--- config.mk ---
export PLATFORM = sky130hd
export DESIGN_NAME = mscn_scanner
export DESIGN_NICKNAME = d
export VERILOG_FILES = /design/src/design/mscn_pkg.sv /design/src/design/mscn_scanner.sv
export SDC_FILE = /design/constraint.sdc
export NUM_CORES = 1
export LEC_CHECK = 0
export BUFFER_PORTS_ARGS = -buffer_cell sky130_fd_sc_hd__clkbuf_2
export CAP_MARGIN = 20
export CORE_ASPECT_RATIO = 0.9
export CORE_MARGIN = 3
export CORE_UTILIZATION = 30
export CTS_BUF_LIST = sky130_fd_sc_hd__clkbuf_4 sky130_fd_sc_hd__clkbuf_8 sky130_fd_sc_hd__clkbuf_16
export CTS_CLUSTER_DIAMETER = 60
export DETAILED_ROUTE_END_ITERATION = 16
export SLEW_MARGIN = 20
export SYNTH_ARGS = -nofsm -noshare
export SYNTH_HDL_FRONTEND = slang
export SYNTH_SLANG_ARGS = --single-unit
--- constraint.sdc ---
create_clock -name CLK_SYS_I -period 2.95 [get_ports CLK_SYS_I]
set_input_delay 0.1475 -clock CLK_SYS_I [delete_from_list [all_inputs] [get_ports CLK_SYS_I]]
set_output_delay 0.1475 -clock CLK_SYS_I [all_outputs]
set_load 0.02 [all_outputs]
--- src/design/mscn_pkg.sv ---
// Purpose: shared constants and types for the memory scan checker
// Assumes: apb slave with 32-bit data, one word per register
// Notes:   offsets are byte addresses
package mscn_pkg;
    localparam logic [11:0] ADDR_CTRL_A    = 12'h000;
    localparam logic [11:0] ADDR_CTRL_B    = 12'h004;
    localparam logic [11:0] ADDR_STATUS    = 12'h008;
    localparam logic [11:0] ADDR_DBG_STAT  = 12'h00c;
    localparam logic [11:0] ADDR_DBG_CTRL  = 12'h010;
    localparam int          BIT_ENABLE     = 0;
    localparam int          BIT_NONMASKABLE_TRIGGER_ENABLE      = 1;
    localparam int          BIT_SRESET     = 7;
    localparam int          BIT_BUSY       = 0;
    localparam int          BIT_OK         = 1;
    localparam int          BIT_DBG_HOLD   = 0;
    localparam int          BIT_DBG_INT    = 1;
    localparam int          BIT_DBG_DISC   = 2;
    localparam int          BIT_DBG_SRC    = 3;
    localparam logic [1:0]  SEC_BOOT       = 2'h0;
    localparam logic [1:0]  SEC_BOOT_APP   = 2'h1;
    localparam logic [1:0]  SEC_FULL       = 2'h2;
    localparam logic [15:0] CRC_PRESET     = 16'hffff;
    localparam logic [15:0] CRC_POLY       = 16'h1021;
    localparam int          START_DELAY    = 3;
    localparam int          FETCH_PERIOD   = 3;
    localparam int          CLK_MHZ        = 50;

    typedef struct packed {
        logic        nonmaskable_trigger_enable;
        logic        enable;
    } mscn_ctrl_a_t;

    typedef struct packed {
        logic [1:0]  mode;
        logic [1:0]  section_select;
    } mscn_ctrl_b_t;

    typedef struct packed {
        logic        req;
        logic [15:0] addr;
    } mscn_fetch_t;
endpackage : mscn_pkg

--- src/design/mscn_scanner.sv ---
// Purpose: memory scan checker with crc-16 over program memory bytes
// Assumes: flash answers a word read with FLASH_VALID_I, any later cycle
// Notes:   debugger reaches the same registers on the same bus, marked by pwdata bit 31
// Notes on behaviour
// crc sixteen with taps sixteen twelve five zero
// checksum preset all ones each scan
// bytes from zero upward, msb first
// pass only if last two bytes match
// match sets pass bit, mismatch shows fail
// mismatch raises nmi when enabled
// section boot, boot plus app, or full
// scan pauses in every sleep mode
// debugger access holds checker disabled
// held scan restarts on internal access or disconnect
// busy stays one while held, no reads
// debug status copy read without disabling
// debugger busy zero aborts the scan
// debugger busy one schedules one scan later
// busy blocks second control and nmi enable writes
// debugger ok zero raises nmi when enabled
// after nmi every register write rejected; the code still takes ADDR_DBG_CTRL writes
// debugger ok one reads one when idle
// debugger control writes act like cpu writes
// everything runs on the peripheral clock
// scan starts three cycles after enable
// priority flash access, word every third cycle
// failure clears ok, nmi sticks until reset
// full scan checksum at last two addresses
// section ends come in as configuration
module mscn_scanner #(
    parameter int ADDR_W = 16
) (
    input  wire logic                 CLK_SYS_I,
    input  wire logic                 RESET_N_I,
    input  wire logic [11:0]          PADDR_I,
    input  wire logic                 PSEL_I,
    input  wire logic                 PENABLE_I,
    input  wire logic                 PWRITE_I,
    input  wire logic [31:0]          PWDATA_I,
    output logic      [31:0]          PRDATA_O,
    output logic                      PREADY_O,
    output logic                      PSLVERR_O,
    input  wire logic                 SLEEP_I,
    input  wire logic [ADDR_W-1:0]    BOOT_END_I,
    input  wire logic [ADDR_W-1:0]    APP_END_I,
    input  wire logic [ADDR_W-1:0]    MEM_LAST_I,
    output mscn_pkg::mscn_fetch_t     FETCH_O,
    input  wire logic                 FLASH_VALID_I,
    input  wire logic [15:0]          FLASH_DATA_I,
    output logic                      CPU_STALL_O,
    output logic                      NMI_O
);
    import mscn_pkg::*;

    typedef enum logic [1:0] {ST_IDLE, ST_WAIT, ST_FETCH, ST_DONE} mscn_state_t;

    mscn_state_t       state_q;
    mscn_ctrl_a_t      ctrl_a_q;
    mscn_ctrl_b_t      ctrl_b_q;
    logic              busy_q;
    logic              ok_q;
    logic              nmi_q;
    logic              dbg_hold_q;
    logic              pend_q;
    logic [15:0]       crc_q;
    logic [ADDR_W-1:0] addr_q;
    logic [ADDR_W-1:0] end_q;
    logic [1:0]        dly_q;
    logic [1:0]        gap_q;
    logic              req_q;
    logic [15:0]       stored_q;
    logic [31:0]       prdata_q;
    logic              pready_q;
    logic              slverr_q;
    logic              sleep_s1_q;
    logic              sleep_q;

    localparam logic [1:0] DLY_LOAD = 2'(START_DELAY - 1);
    // request and answer already take three cycles of each fetch period
    localparam logic [1:0] GAP_LOAD = 2'(FETCH_PERIOD - 3);

    // apb access qualifiers; debugger and cpu share the bus, pwdata bit 31 marks debugger
    logic acc;
    logic wr;
    logic dbg;
    logic start_req;
    logic abort_req;
    logic sreset;
    logic run;
    assign acc = PSEL_I && PENABLE_I && !pready_q;
    assign wr  = acc && PWRITE_I && !nmi_q;
    assign dbg = PWDATA_I[31];

    // two-stage sync; sleep comes from the power controller domain
    always_ff @(posedge CLK_SYS_I) begin
        if (!RESET_N_I) begin
            sleep_s1_q <= 1'b0;
            sleep_q    <= 1'b0;
        end else begin
            sleep_s1_q <= SLEEP_I;
            sleep_q    <= sleep_s1_q;
        end
    end

    // scan proceeds only while awake and not held by the debugger
    assign run = !sleep_q && !dbg_hold_q;

    assign sreset = wr && PADDR_I == ADDR_CTRL_A && PWDATA_I[BIT_SRESET]
                    && !(ctrl_a_q.nonmaskable_trigger_enable && busy_q);
    assign start_req = (wr && PADDR_I == ADDR_CTRL_A && PWDATA_I[BIT_ENABLE])
                    || (wr && dbg && PADDR_I == ADDR_STATUS && PWDATA_I[BIT_BUSY]);
    assign abort_req = wr && dbg && PADDR_I == ADDR_STATUS && !PWDATA_I[BIT_BUSY];

    // debugger hold: an ADDR_DBG_CTRL write loads the hold bit; internal access, disconnect or an ADDR_DBG_STAT access releases
    always_ff @(posedge CLK_SYS_I) begin
        if (!RESET_N_I) begin
            dbg_hold_q <= 1'b0;
        end else if (acc && PADDR_I == ADDR_DBG_CTRL && PWRITE_I) begin
            if (PWDATA_I[BIT_DBG_INT] || PWDATA_I[BIT_DBG_DISC]) begin
                dbg_hold_q <= 1'b0;
            end else begin
                dbg_hold_q <= PWDATA_I[BIT_DBG_HOLD];
            end
        end else if (acc && PADDR_I == ADDR_DBG_STAT) begin
            dbg_hold_q <= 1'b0;
        end
    end

    // control registers
    always_ff @(posedge CLK_SYS_I) begin
        if (!RESET_N_I) begin
            ctrl_a_q <= '0;
            ctrl_b_q <= '0;
        end else if (sreset) begin
            ctrl_a_q.enable <= 1'b0; // nonmaskable_trigger_enable survives soft reset
            ctrl_b_q        <= '0;
        end else if (wr && PADDR_I == ADDR_CTRL_A) begin
            ctrl_a_q.enable <= PWDATA_I[BIT_ENABLE];
            if (!busy_q && PWDATA_I[BIT_NONMASKABLE_TRIGGER_ENABLE]) begin
                ctrl_a_q.nonmaskable_trigger_enable <= 1'b1;
            end
        end else if (wr && PADDR_I == ADDR_CTRL_B && !busy_q) begin
            ctrl_b_q.mode           <= PWDATA_I[5:4];
            ctrl_b_q.section_select <= PWDATA_I[1:0];
        end
    end

    // section end selection from configuration
    function automatic logic [ADDR_W-1:0] sec_end(input logic [1:0] sel);
        case (sel)
            SEC_BOOT:     sec_end = BOOT_END_I - ADDR_W'(1);
            SEC_BOOT_APP: sec_end = APP_END_I - ADDR_W'(1);
            default:      sec_end = MEM_LAST_I;
        endcase
    endfunction : sec_end

    // crc of one byte, msb first
    function automatic logic [15:0] crc_byte(input logic [15:0] c, input logic [7:0] b);
        logic [15:0] r;
        r = c;
        for (int i = 7; i >= 0; i--) begin
            r = {r[14:0], 1'b0} ^ ((r[15] ^ b[i]) ? CRC_POLY : 16'h0000);
        end
        return r;
    endfunction : crc_byte

    // scan engine
    logic last_word;
    assign last_word = (addr_q + ADDR_W'(1)) == end_q;
    always_ff @(posedge CLK_SYS_I) begin
        if (!RESET_N_I || sreset) begin
            state_q  <= ST_IDLE;
            busy_q   <= 1'b0;
            pend_q   <= 1'b0;
            crc_q    <= CRC_PRESET;
            addr_q   <= '0;
            end_q    <= '0;
            dly_q    <= '0;
            gap_q    <= '0;
            req_q    <= 1'b0;
            stored_q <= '0;
        end else if (abort_req) begin
            state_q <= ST_IDLE;
            busy_q  <= 1'b0;
            pend_q  <= 1'b0;
            req_q   <= 1'b0;
        end else if (start_req && state_q == ST_IDLE) begin
            state_q <= ST_WAIT;
            busy_q  <= 1'b1;
            dly_q   <= DLY_LOAD;
            pend_q  <= 1'b0;
        end else if (dbg_hold_q && busy_q) begin
            if (state_q != ST_WAIT) begin
                pend_q <= 1'b1; // restart on release
            end
            // an open fetch is finished and dropped, never cut mid-handshake
            req_q <= req_q && !FLASH_VALID_I;
        end else if (pend_q) begin
            pend_q  <= 1'b0;
            state_q <= ST_WAIT;
            dly_q   <= DLY_LOAD;
        end else if (run) begin
            case (state_q)
                ST_IDLE: begin
                    req_q <= 1'b0;
                end
                ST_WAIT: begin
                    if (dly_q == 2'h0) begin
                        state_q <= ST_FETCH;
                        crc_q   <= CRC_PRESET;
                        addr_q  <= '0;
                        end_q   <= sec_end(ctrl_b_q.section_select);
                        gap_q   <= GAP_LOAD;
                    end else begin
                        dly_q <= dly_q - 2'h1;
                    end
                end
                ST_FETCH: begin
                    if (req_q && FLASH_VALID_I) begin
                        req_q <= 1'b0;
                        if (last_word) begin
                            stored_q <= {FLASH_DATA_I[7:0], FLASH_DATA_I[15:8]};
                            state_q  <= ST_DONE;
                        end else begin
                            crc_q  <= crc_byte(crc_byte(crc_q, FLASH_DATA_I[7:0]),
                                               FLASH_DATA_I[15:8]);
                            addr_q <= addr_q + ADDR_W'(2);
                            gap_q  <= GAP_LOAD;
                        end
                    end else if (!req_q) begin
                        if (gap_q == 2'h0) begin
                            req_q <= 1'b1;
                        end else begin
                            gap_q <= gap_q - 2'h1;
                        end
                    end
                end
                ST_DONE: begin
                    state_q <= ST_IDLE;
                    busy_q  <= 1'b0;
                end
                default: state_q <= ST_IDLE;
            endcase
        end
    end

    // pass flag and sticky nmi; failure wins over debugger writes
    logic fail_now;
    logic pass_now;
    assign pass_now = run && !dbg_hold_q && state_q == ST_DONE && stored_q == crc_q;
    assign fail_now = run && !dbg_hold_q && state_q == ST_DONE && stored_q != crc_q;
    always_ff @(posedge CLK_SYS_I) begin
        if (!RESET_N_I) begin
            ok_q  <= 1'b0;
            nmi_q <= 1'b0;
        end else begin
            if (fail_now) begin
                ok_q <= 1'b0;
            end else if (pass_now) begin
                ok_q <= 1'b1;
            end else if (sreset) begin
                ok_q <= 1'b0;
            end else if (wr && dbg && PADDR_I == ADDR_STATUS) begin
                ok_q <= PWDATA_I[BIT_OK] && !busy_q;
            end
            if (ctrl_a_q.nonmaskable_trigger_enable && (fail_now
                || (wr && dbg && PADDR_I == ADDR_STATUS && !PWDATA_I[BIT_OK]))) begin
                nmi_q <= 1'b1;
            end
        end
    end

    // apb read and answer, one wait cycle per access
    always_ff @(posedge CLK_SYS_I) begin
        if (!RESET_N_I) begin
            prdata_q <= '0;
            pready_q <= 1'b0;
            slverr_q <= 1'b0;
        end else begin
            pready_q <= acc;
            slverr_q <= 1'b0;
            prdata_q <= '0;
            if (acc) begin
                case (PADDR_I)
                    ADDR_CTRL_A:   prdata_q <= {30'h0, ctrl_a_q.nonmaskable_trigger_enable, ctrl_a_q.enable};
                    ADDR_CTRL_B:   prdata_q <= {26'h0, ctrl_b_q.mode, 2'h0,
                                                ctrl_b_q.section_select};
                    ADDR_STATUS,
                    ADDR_DBG_STAT: prdata_q <= {30'h0, ok_q, busy_q};
                    ADDR_DBG_CTRL: prdata_q <= {31'h0, dbg_hold_q};
                    default:       slverr_q <= 1'b1;
                endcase
            end
        end
    end

    // fetch port; address stays registered
    always_ff @(posedge CLK_SYS_I) begin
        if (!RESET_N_I) begin
            CPU_STALL_O <= 1'b0;
            NMI_O       <= 1'b0;
        end else begin
            CPU_STALL_O <= busy_q && state_q != ST_WAIT && (run || req_q);
            NMI_O       <= nmi_q;
        end
    end

    assign FETCH_O.req  = req_q;
    assign FETCH_O.addr = addr_q;
    assign PRDATA_O     = prdata_q;
    assign PREADY_O     = pready_q;
    assign PSLVERR_O    = slverr_q;
endmodule : mscn_scanner

==> results of run 1 <==
## state kept, by name, summed over array words and instances, names as in the netlist
signal,flops
state_q,2
PRDATA_O,4
req_q,1
dbg_hold_q,1
addr_q,15
PSLVERR_O,1
dly_q,2
pend_q,1
ok_q,1
gap_q,2
ctrl_a_q,2
nmi_q,1
CPU_STALL_O,1
end_q,16
busy_q,1
crc_q,16
ctrl_b_q,4
PREADY_O,1
sleep_q,1
sleep_s1_q,1
stored_q,16
NMI_O,1
## path summary, 6_finish.rpt
kind         slack, ns         end  cells after the start
max reg2reg       0.39    end_q[9]                      8
max               0.39    end_q[9]                      8
min               0.02  sleep_s1_q                      2
min reg2reg       0.45    dly_q[1]                      2
## per-layer routing
layer,vias up,GRT usage,wire [um]
met5,-,0,0
met4,0,0.04593,237
met3,12,0.02198,622
met2,125,0.2172,6485
met1,2275,0.2038,7630
li1,2577,-,-
## where the power goes
group | leakage, uW | total [uW] | internal, uW | switching (uW)
registers | 0.000737 | 1450 | 1350 | 104
logic | 0.00187 | 1360 | 613 | 748
clock network | 0.000147 | 1130 | 644 | 483
## cell type report
cell class	instances	share of cell area
clock buffers	14	0.04034
multi-input cells	549	0.5332
flip-flops and latches	91	0.2670
inverters	15	0.008251
repair buffers	133	0.1049
well taps	245	0.04492
clock inverters	2	0.001467
## per-stage QoR
step	hold slack (ns)	instance area, um^2	power [uW]	std cells
2_1_floorplan	0.2268	5861	2524	713
3_3_place_gp	0.3616	6539	2836	1033
3_5_place_dp	0.3653	6539	2835	1033
4_1_cts	0.005734	6824	3976	1049
5_1_grt	0.02209	6824	4177	1049
6_report	0.01743	6824	3937	1049
## layout by cell type, fill, tap and decap left out, types with 11 or more instances in the layout
cell,synthesis,final
nand4_1,20,20
nor2_1,88,88
xor2_1,27,27
buf_4,31,20
nor3_1,16,16
xnor2_1,69,69
dfxtp_1,91,91
conb_1,1,29
mux2i_1,42,42
o21ai_0,30,29
nand3_1,16,16
o211ai_1,11,11
a21oi_1,28,28
clkbuf_2,0,113
inv_1,15,15
or3_1,12,12
nand2_1,49,49
## cell families (layout without fill, tap and decap cells)
group	count (synthesis)	in the layout
buffers and inverters	73	164
AOI/OAI and AO/OA	117	117
xor gates and xnor gates	104	104
adders and majority gates	9	9
muxes	44	44
and+or+nand+nor	246	246
other	1	29
DFF	91	91
==> impl_metrics.yaml, run 1 <==
status:
  status: "finished clean"
yosys:
  synthSimpleGateAreaFrac: 0.2074
  synthAdderAreaFrac: 0.01957
  yosys.area.top_type_share: 0.3165
  ys_seq_area_frac: 0.3165
  synth_ff_type: "dfxtp_1"
  synth_cell_type_count: 60
  syn_inst: 685
  synthMuxAreaShare: 0.07696
  yosysMostFrequentCell: "dfxtp_1"
  synth_top_family_by_area: "simple AND/OR/NAND/NOR gates"
  yosys_warnings: 0
  synth_top_cell_by_area: "dfxtp_1"
  ys_seq_elements: 91
  async_flop_share: 0
  synth_compound_area_frac: 0.1346
  synth_edf_count: 0
  yosys-top-cells-area: "dfxtp_1 32%, xnor2_1 11%, mux2i_1 7.3%, nor2_1 5.7%, xor2_1 4.1%"
  synth.avg_cell_area_um2: 8.402
  synthTopCellsByCount: "91 x dfxtp_1, 88 x nor2_1, 69 x xnor2_1, 49 x nand2_1, 42 x mux2i_1"
  synth-xor-area-share: 0.1741
  syn_area_mm2: 0.005756
finish:
  drive_gt1_frac: 0.2002
  fill_cells: 1968
  final_util: 0.3672
  seqCellArea_mm2: 0.001822
  antennaDiodeCount: 0
  final_nets: 923
  multi_input_area_mm2: 0.003638
  area_growth_syn_to_layout_pct: 18.57
critical_path:
  cp.buffers_inverters: 1
  worst_r2r_startpoint: "state_q[1]"
  worstSetupStartpoint: "state_q[1]"
  path_delay_family: "simple AND/OR/NAND/NOR gates"
  path_cells: "inv_1, ha_1, nand2b_1, o211ai_1, or3_1, and4_1, o211ai_1, o211a_1"
  cp_max_fo: 30
  critPathKind: "reg -> reg"
  crit_slowest_cell: "and4_1"
  critical-path-max-stage-delay_ns: 0.84
  end_kind: "register"
  required_ns: 3.19
  start_kind: "register"
  cp_data_arrival_time_ns: 2.80
  crit_path_frequent_cell: "o211ai_1"
drt:
  drt-total-wl_mm: 14.98
  vias: 4989
  ant_nets: 0
  first_pass_iters: 4
  drc: 0
  routed_via_density: 4.756
  drtIter0Drc: 417
  post_drt_wl_per_cell_um: 14.28
clocking:
  cts_max_level: 3
  numClockSinks: 91
  postCtsHoldBufs: 0
  cts_tree: "done"
  cts_resized: 0
  cts_setup_buffers: 0
  clockRootBuffer: "clkbuf_16"
  clk_latency_ns: 0.34
  path_clk_slew_ns: 0.06
  clk_path_buf_depth: 2
  cts-buffers-inserted: 9
floorplanning:
  core_mm2: 0.01858
  die_x_um: 152
  rows: 47
  ios: 168
  die_h_um: 137.4
  start_util: 0.3097
  die_area_mm2: 0.02088
grt:
  grt_antenna_before_repair: 0
  overflow: 0
  grt_pass1_wl_mm: 24.25
  grt_max_degree: 32
  grt_pass1_vias: 4666
  grt.total_usage: 0.1415
timing:
  tightest_slew_ns: 0.9389
  period_minus_slack_ns: 2.559
  max_freq_mhz: 390.7
  setup_violations: 0
  fin_ws_ns: 0.3905
  drv_slew: 0
  rsz0062_at_grt: "no"
  hold_viol: 0
  slew_headroom: 0.3741
  clock_skew_ns: 0.006710
  timing.final.crit_share: 0.8676
  fin_setup_tns_ns: 0
run:
  maxCapViolations: 0
placement:
  port_buffers: 113
  gp_congestion: 0.8601
  pre_cts_slack_ns: 0.3951
  dpl.hpwl_mm: 11.68
power:
  p_leak_uw: 0.002752
  power_density_mw_per_mm2: 577.0
  peakVddDrop_mv: 0.3426
hold_path:
  hold_class: "in -> reg"
  min_from: "SLEEP_I"
Note: power is estimated with default switching activity, not from simulation.
==> run 2, diff against run 1 <==
Settings changed: CORE_UTILIZATION 30 to 53, PLACE_DENSITY set to 0.81.
==> impl_metrics.yaml, run 2 (synthesis results as in run 1) <==
timing:
  rsz0062_at_grt: "no"
  fin_setup_tns_ns: 0
  max_freq_mhz: 379.4
  period_minus_slack_ns: 2.636
  clock_skew_ns: 0.009755
  timing.final.crit_share: 0.8935
  drv_slew: 0
  whs_ns: 0.02706
  slew_headroom: 0.3791
  hold_viol: 0
  setup_violations: 0
  tightest_slew_ns: 0.9313
drt:
  routed_via_density: 5.693
  highest_layer: "met4"
  first_pass_iters: 5
  drt-total-wl_mm: 14.38
  ant_nets: 0
  post_drt_wl_per_cell_um: 15.54
  wirelength_met1_mm: 6.111
  drtIter0Drc: 309
  met3RoutedLength_um: 988
  vias: 5266
  drc: 0
  wl_met2_mm: 6.926
finish:
  reg_top3: "crc_q (16), end_q (16), stored_q (16)"
  final_common_cell: "clkbuf_2"
  final_nets: 915
  antennaDiodeCount: 0
  drive_gt1_frac: 0.1935
  mostFrequentLayoutCells: "113 x clkbuf_2, 91 x dfxtp_1, 88 x nor2_1"
  area_growth_syn_to_layout_pct: 15.37
  fin_cells: 925
  fill_cells: 886
  multi_input_area_mm2: 0.003645
  seqCellArea_mm2: 0.001822
placement:
  port_buffers: 113
  place_inst: 909
  dpl.hpwl_mm: 10.74
  gp_congestion: 0.9096
critical_path:
  required_ns: 3.20
  start_kind: "register"
  worst_r2r_startpoint: "addr_q[4]"
  path_delay_family: "simple AND/OR/NAND/NOR gates"
  rr_worst_depth: 7
  crit_slowest_cell: "or4_1"
  reg2reg_slack_ns: 0.31
  cp.buffers_inverters: 1
  path_cells: "xnor2_1, nand4_1, or4_1, a21oi_4, buf_4, o21ai_0, a21oi_1"
  r2r_end: "addr_q[4]"
  cp_max_fo: 20
  worstSetupStartpoint: "addr_q[4]"
  cp_data_arrival_time_ns: 2.89
  critPathKind: "reg -> reg"
  path_depth: 7
  end_kind: "register"
  crit_end: "addr_q[4]"
  critical-path-max-stage-delay_ns: 0.64
floorplanning:
  die_x_um: 115.8
  start_util: 0.5522
  die_h_um: 104.9
  die_area_mm2: 0.01215
  rows: 35
  core_mm2: 0.01042
  ios: 168
power:
  power_density_mw_per_mm2: 598.9
  swShare: 0.3368
  peakVddDrop_mv: 0.3862
  combPwrFrac: 0.347
  p_leak_uw: 0.002718
  clock_power_share: 0.288
  switching_power_uw: 1339
  pwr-share-seq: 0.365
  p_int_uw: 2638
clocking:
  path_clk_slew_ns: 0.06
  cts-buffers-inserted: 9
  cts_tree: "done"
  clockRootBuffer: "clkbuf_16"
  numClockSinks: 91
  clk_latency_ns: 0.34
  cts_max_level: 3
  clk_path_buf_depth: 2
grt:
  grt_max_degree: 39
  grt_pass1_vias: 4919
  grt_antenna_before_repair: 0
  grt.total_usage: 0.2358
  grt_pass1_wl_mm: 23.31
  overflow: 0
hold_path:
  min_from: "SLEEP_I"
  hold_class: "in -> reg"
status:
  status: "finished clean"
run:
  maxCapViolations: 0
-- run 2: cell count changes in the layout (fill, tap and decap cells not counted), sizes merged --
cell    previous run  this run
clkinv             2         1
clkbuf           127       128
buf               20        12
-- run 2: what timing repair did --
item,in CTS,in global routing
endpoints found under the hold margin,0,0
hold buffers,0,0
gates resized for setup,0,1
buffers inserted,0,0
endpoints found under the setup margin,0,1
-- run 2: per-stage QoR --
stage | total power, uW | setup slack, ns | utilization | area [um^2]
2_1_floorplan | 2524 | 0.5949 | - | 5861
3_3_place_gp | 2782 | 0.4752 | 0.6077 | 6334
3_5_place_dp | 2817 | 0.4096 | 0.6077 | 6334
4_1_cts | 3975 | 0.2911 | 0.6365 | 6634
5_1_grt | 4199 | 0.1275 | 0.6371 | 6640
6_report | 3977 | 0.3142 | 0.6371 | 6640
-- run 2: worst min-delay path by stage --
| stage | depth (start not counted) | to | slack [ns] |
|---|---|---|---|
| after floorplan | 1 | PRDATA_O[1] | 0.23 |
| after global routing | 2 | sleep_s1_q | 0.04 |
| after global placement | 2 | sleep_s1_q | 0.37 |
| after CTS | 2 | sleep_s1_q | 0.02 |
| after detailed placement | 2 | sleep_s1_q | 0.37 |
| final | 2 | sleep_s1_q | 0.03 |
-- run 2: power by group through the flow --
stage	sequential [uW]	clock, uW	combinational (uW)
2_1_floorplan	1470	0	1060
3_3_place_gp	1470	0	1310
3_5_place_dp	1480	0	1340
4_1_cts	1450	1160	1360
5_1_grt	1470	1210	1520
6_report	1450	1150	1380
-- run 2: cell type report --
cell class                      instances  area share
Inverter                               15    0.008479
Multi-Input combinational cell        549      0.5489
Clock inverter                          1   0.0007537
Clock buffer                           15     0.04447
Timing Repair Buffer                  125     0.09874
Tap cell                              129     0.02431
Sequential cell                        91      0.2744
-- run 2: per-layer routing --
metal | track usage | vias up
li1 | - | 2546
met1 | 0.2957 | 2463
met2 | 0.3940 | 223
met3 | 0.05269 | 34
met4 | 0.08451 | 0
met5 | 0 | -
==> run 3, diff against run 2 <==
Settings changed: BUFFER_PORTS_ARGS -buffer_cell sky130_fd_sc_hd__clkbuf_2 to -buffer_cell sky130_fd_sc_hd__buf_2, CORE_UTILIZATION 53 to 48, PLACE_DENSITY 0.81 to 0.78.
Clock period 2.95 ns to 2.3 ns, I/O delays scaled along.
==> impl_metrics.yaml, run 3 (synthesis results as in run 1) <==
timing:
  tightest_slew_ns: 0.5220
  setup_violations: 0
  max_freq_mhz: 456.1
  rsz0062_at_grt: "yes"
  period_minus_slack_ns: 2.192
  hold_viol: 0
  clock_skew_ns: 0.009496
  whs_ns: 0.02208
  slew_headroom: 0.6451
  fin_ws_ns: 0.1076
  drv_slew: 0
  timing.final.crit_share: 0.9532
power:
  switching_power_uw: 1737
  power_density_mw_per_mm2: 747.8
  swShare: 0.3269
  peakVddDrop_mv: 0.3951
  p_int_uw: 3575
  pwr-share-seq: 0.350
  clock_power_share: 0.294
  p_leak_uw: 0.002929
  combPwrFrac: 0.356
critical_path:
  critPathKind: "reg -> reg"
  worst_r2r_startpoint: "ctrl_b_q[1]"
  cp.buffers_inverters: 1
  rr_worst_depth: 10
  reg2reg_slack_ns: 0.11
  path_delay_family: "compound AO/OA/AOI/OAI gates"
  r2r_end: "end_q[12]"
  end_kind: "register"
  cp_max_fo: 4
  path_cells: "nor2b_4, mux2_2, inv_1, ha_2, o211ai_1, or2_4, nor3_2, xnor2_1, a211o_1, a31oi_1"
  start_kind: "register"
  critical-path-max-stage-delay_ns: 0.35
  required_ns: 2.56
  crit_slowest_cell: "dfxtp_1"
  cp_data_arrival_time_ns: 2.45
clocking:
  cts-buffers-inserted: 9
  cts_max_level: 3
  clk_latency_ns: 0.33
  clockRootBuffer: "clkbuf_16"
  cts_tree: "done"
  numClockSinks: 91
  path_clk_slew_ns: 0.06
  clk_path_buf_depth: 2
finish:
  final_common_cell: "buf_2"
  final_nets: 953
  multi_input_area_mm2: 0.003722
  drive_gt1_frac: 0.2449
  final_util: 0.6137
  reg_top3: "crc_q (16), end_q (16), stored_q (16)"
  mostFrequentLayoutCells: "113 x buf_2, 89 x dfxtp_1, 87 x nor2_1"
  stdcell_area_mm2: 0.007103
  fill_cells: 1028
  seqCellArea_mm2: 0.001824
  antennaDiodeCount: 0
  area_growth_syn_to_layout_pct: 23.41
  fin_cells: 989
hold_path:
  hold_class: "in -> reg"
  holdPathStages: 3
  min_from: "PWDATA_I[4]"
  whs_endpoint: "ctrl_b_q[2]"
drt:
  drc: 0
  drtIter0Drc: 272
  first_pass_iters: 5
  post_drt_wl_per_cell_um: 14.43
  ant_nets: 0
  vias: 5220
  drt-total-wl_mm: 14.28
  routed_via_density: 5.278
placement:
  pre_cts_slack_ns: 0.009511
  dpl.hpwl_mm: 10.97
  dpl_cell_area_mm2: 0.006670
  gp_congestion: 0.8798
  place_inst: 971
  port_buffers: 113
grt:
  grt.total_usage: 0.2096
  overflow: 0
  grt_max_degree: 32
  grt_pass1_vias: 4881
  grt_pass1_wl_mm: 22.88
  grt_antenna_before_repair: 0
run:
  maxCapViolations: 0
floorplanning:
  ios: 168
  core_mm2: 0.01157
  die_area_mm2: 0.01334
  start_util: 0.4973
  die_x_um: 121.4
  rows: 37
  die_h_um: 109.9
status:
  status: "finished clean"
-- run 3: changes by cell type in the layout (fill, tap and decap cells not counted), moves of 2 or more --
cell	previous run	this run
buf_12	0	3
buf_2	0	113
buf_4	12	45
bufinv_16	0	2
clkbuf_2	113	0
clkbuf_8	4	0
dfxtp_1	91	89
dfxtp_2	0	2
ha_1	9	7
ha_2	0	2
-- run 3: through the flow --
stage | power (uW) | TNS, ns
after floorplan | 3237 | 0
after global placement | 3696 | 0
after detailed placement | 3728 | 0
after CTS | 5293 | 0
after global routing | 5570 | -0.02887
final | 5312 | 0
-- run 3: routing by layer --
layer / up-vias / GRT usage / wire [um]
met3: 14 / 0.03704 / 896
met4: 0 / 0.05280 / 145
li1: 2619 / - / -
met5: - / 0 / 0
met2: 160 / 0.3594 / 6824
met1: 2427 / 0.2745 / 6409
-- run 3: power groups by stage --
stage / registers (uW) / logic [uW] / clock network, uW
after detailed placement: 1890 / 1840 / 0
after CTS: 1860 / 1860 / 1580
after floorplan: 1880 / 1360 / 0
after global routing: 1870 / 2050 / 1640
after global placement: 1890 / 1810 / 0
final: 1860 / 1890 / 1560
-- run 3: how the worst max path moves through the flow --
stage,startpoint,to,slack (ns),cells past startpoint
finish,ctrl_b_q[1],end_q[12],0.11,10
global route,ctrl_b_q[0],end_q[12],-0.02,10
CTS,ctrl_b_q[1],end_q[12],0.0008,10
detailed placement,ctrl_b_q[0],end_q[12],0.01,10
global placement,ctrl_b_q[0],end_q[12],0.05,10
floorplan,ctrl_b_q[0],end_q[12],0.004,10
-- run 3: worst min-delay path: stages --
cell,delay (ns)
buf_2,0.08
mux2i_1,0.05
nor2_1,0.07
-- run 3: repair_timing --
action                                  CTS  global route
hold buffers                              1             0
gates resized for setup                   2            20
buffers inserted                          2             0
pin swaps                                 3             4
endpoints found under the setup margin    1            32
endpoints found under the hold margin     1             0
-- run 3: cell type report --
cell class | instances | share of cell area
multi-input combinational | 549 | 0.5240
sequential | 91 | 0.2568
timing repair buffer | 163 | 0.1392
clock buffer | 11 | 0.03382
tap | 156 | 0.02748
clock inverter | 4 | 0.01075
inverter | 15 | 0.007927
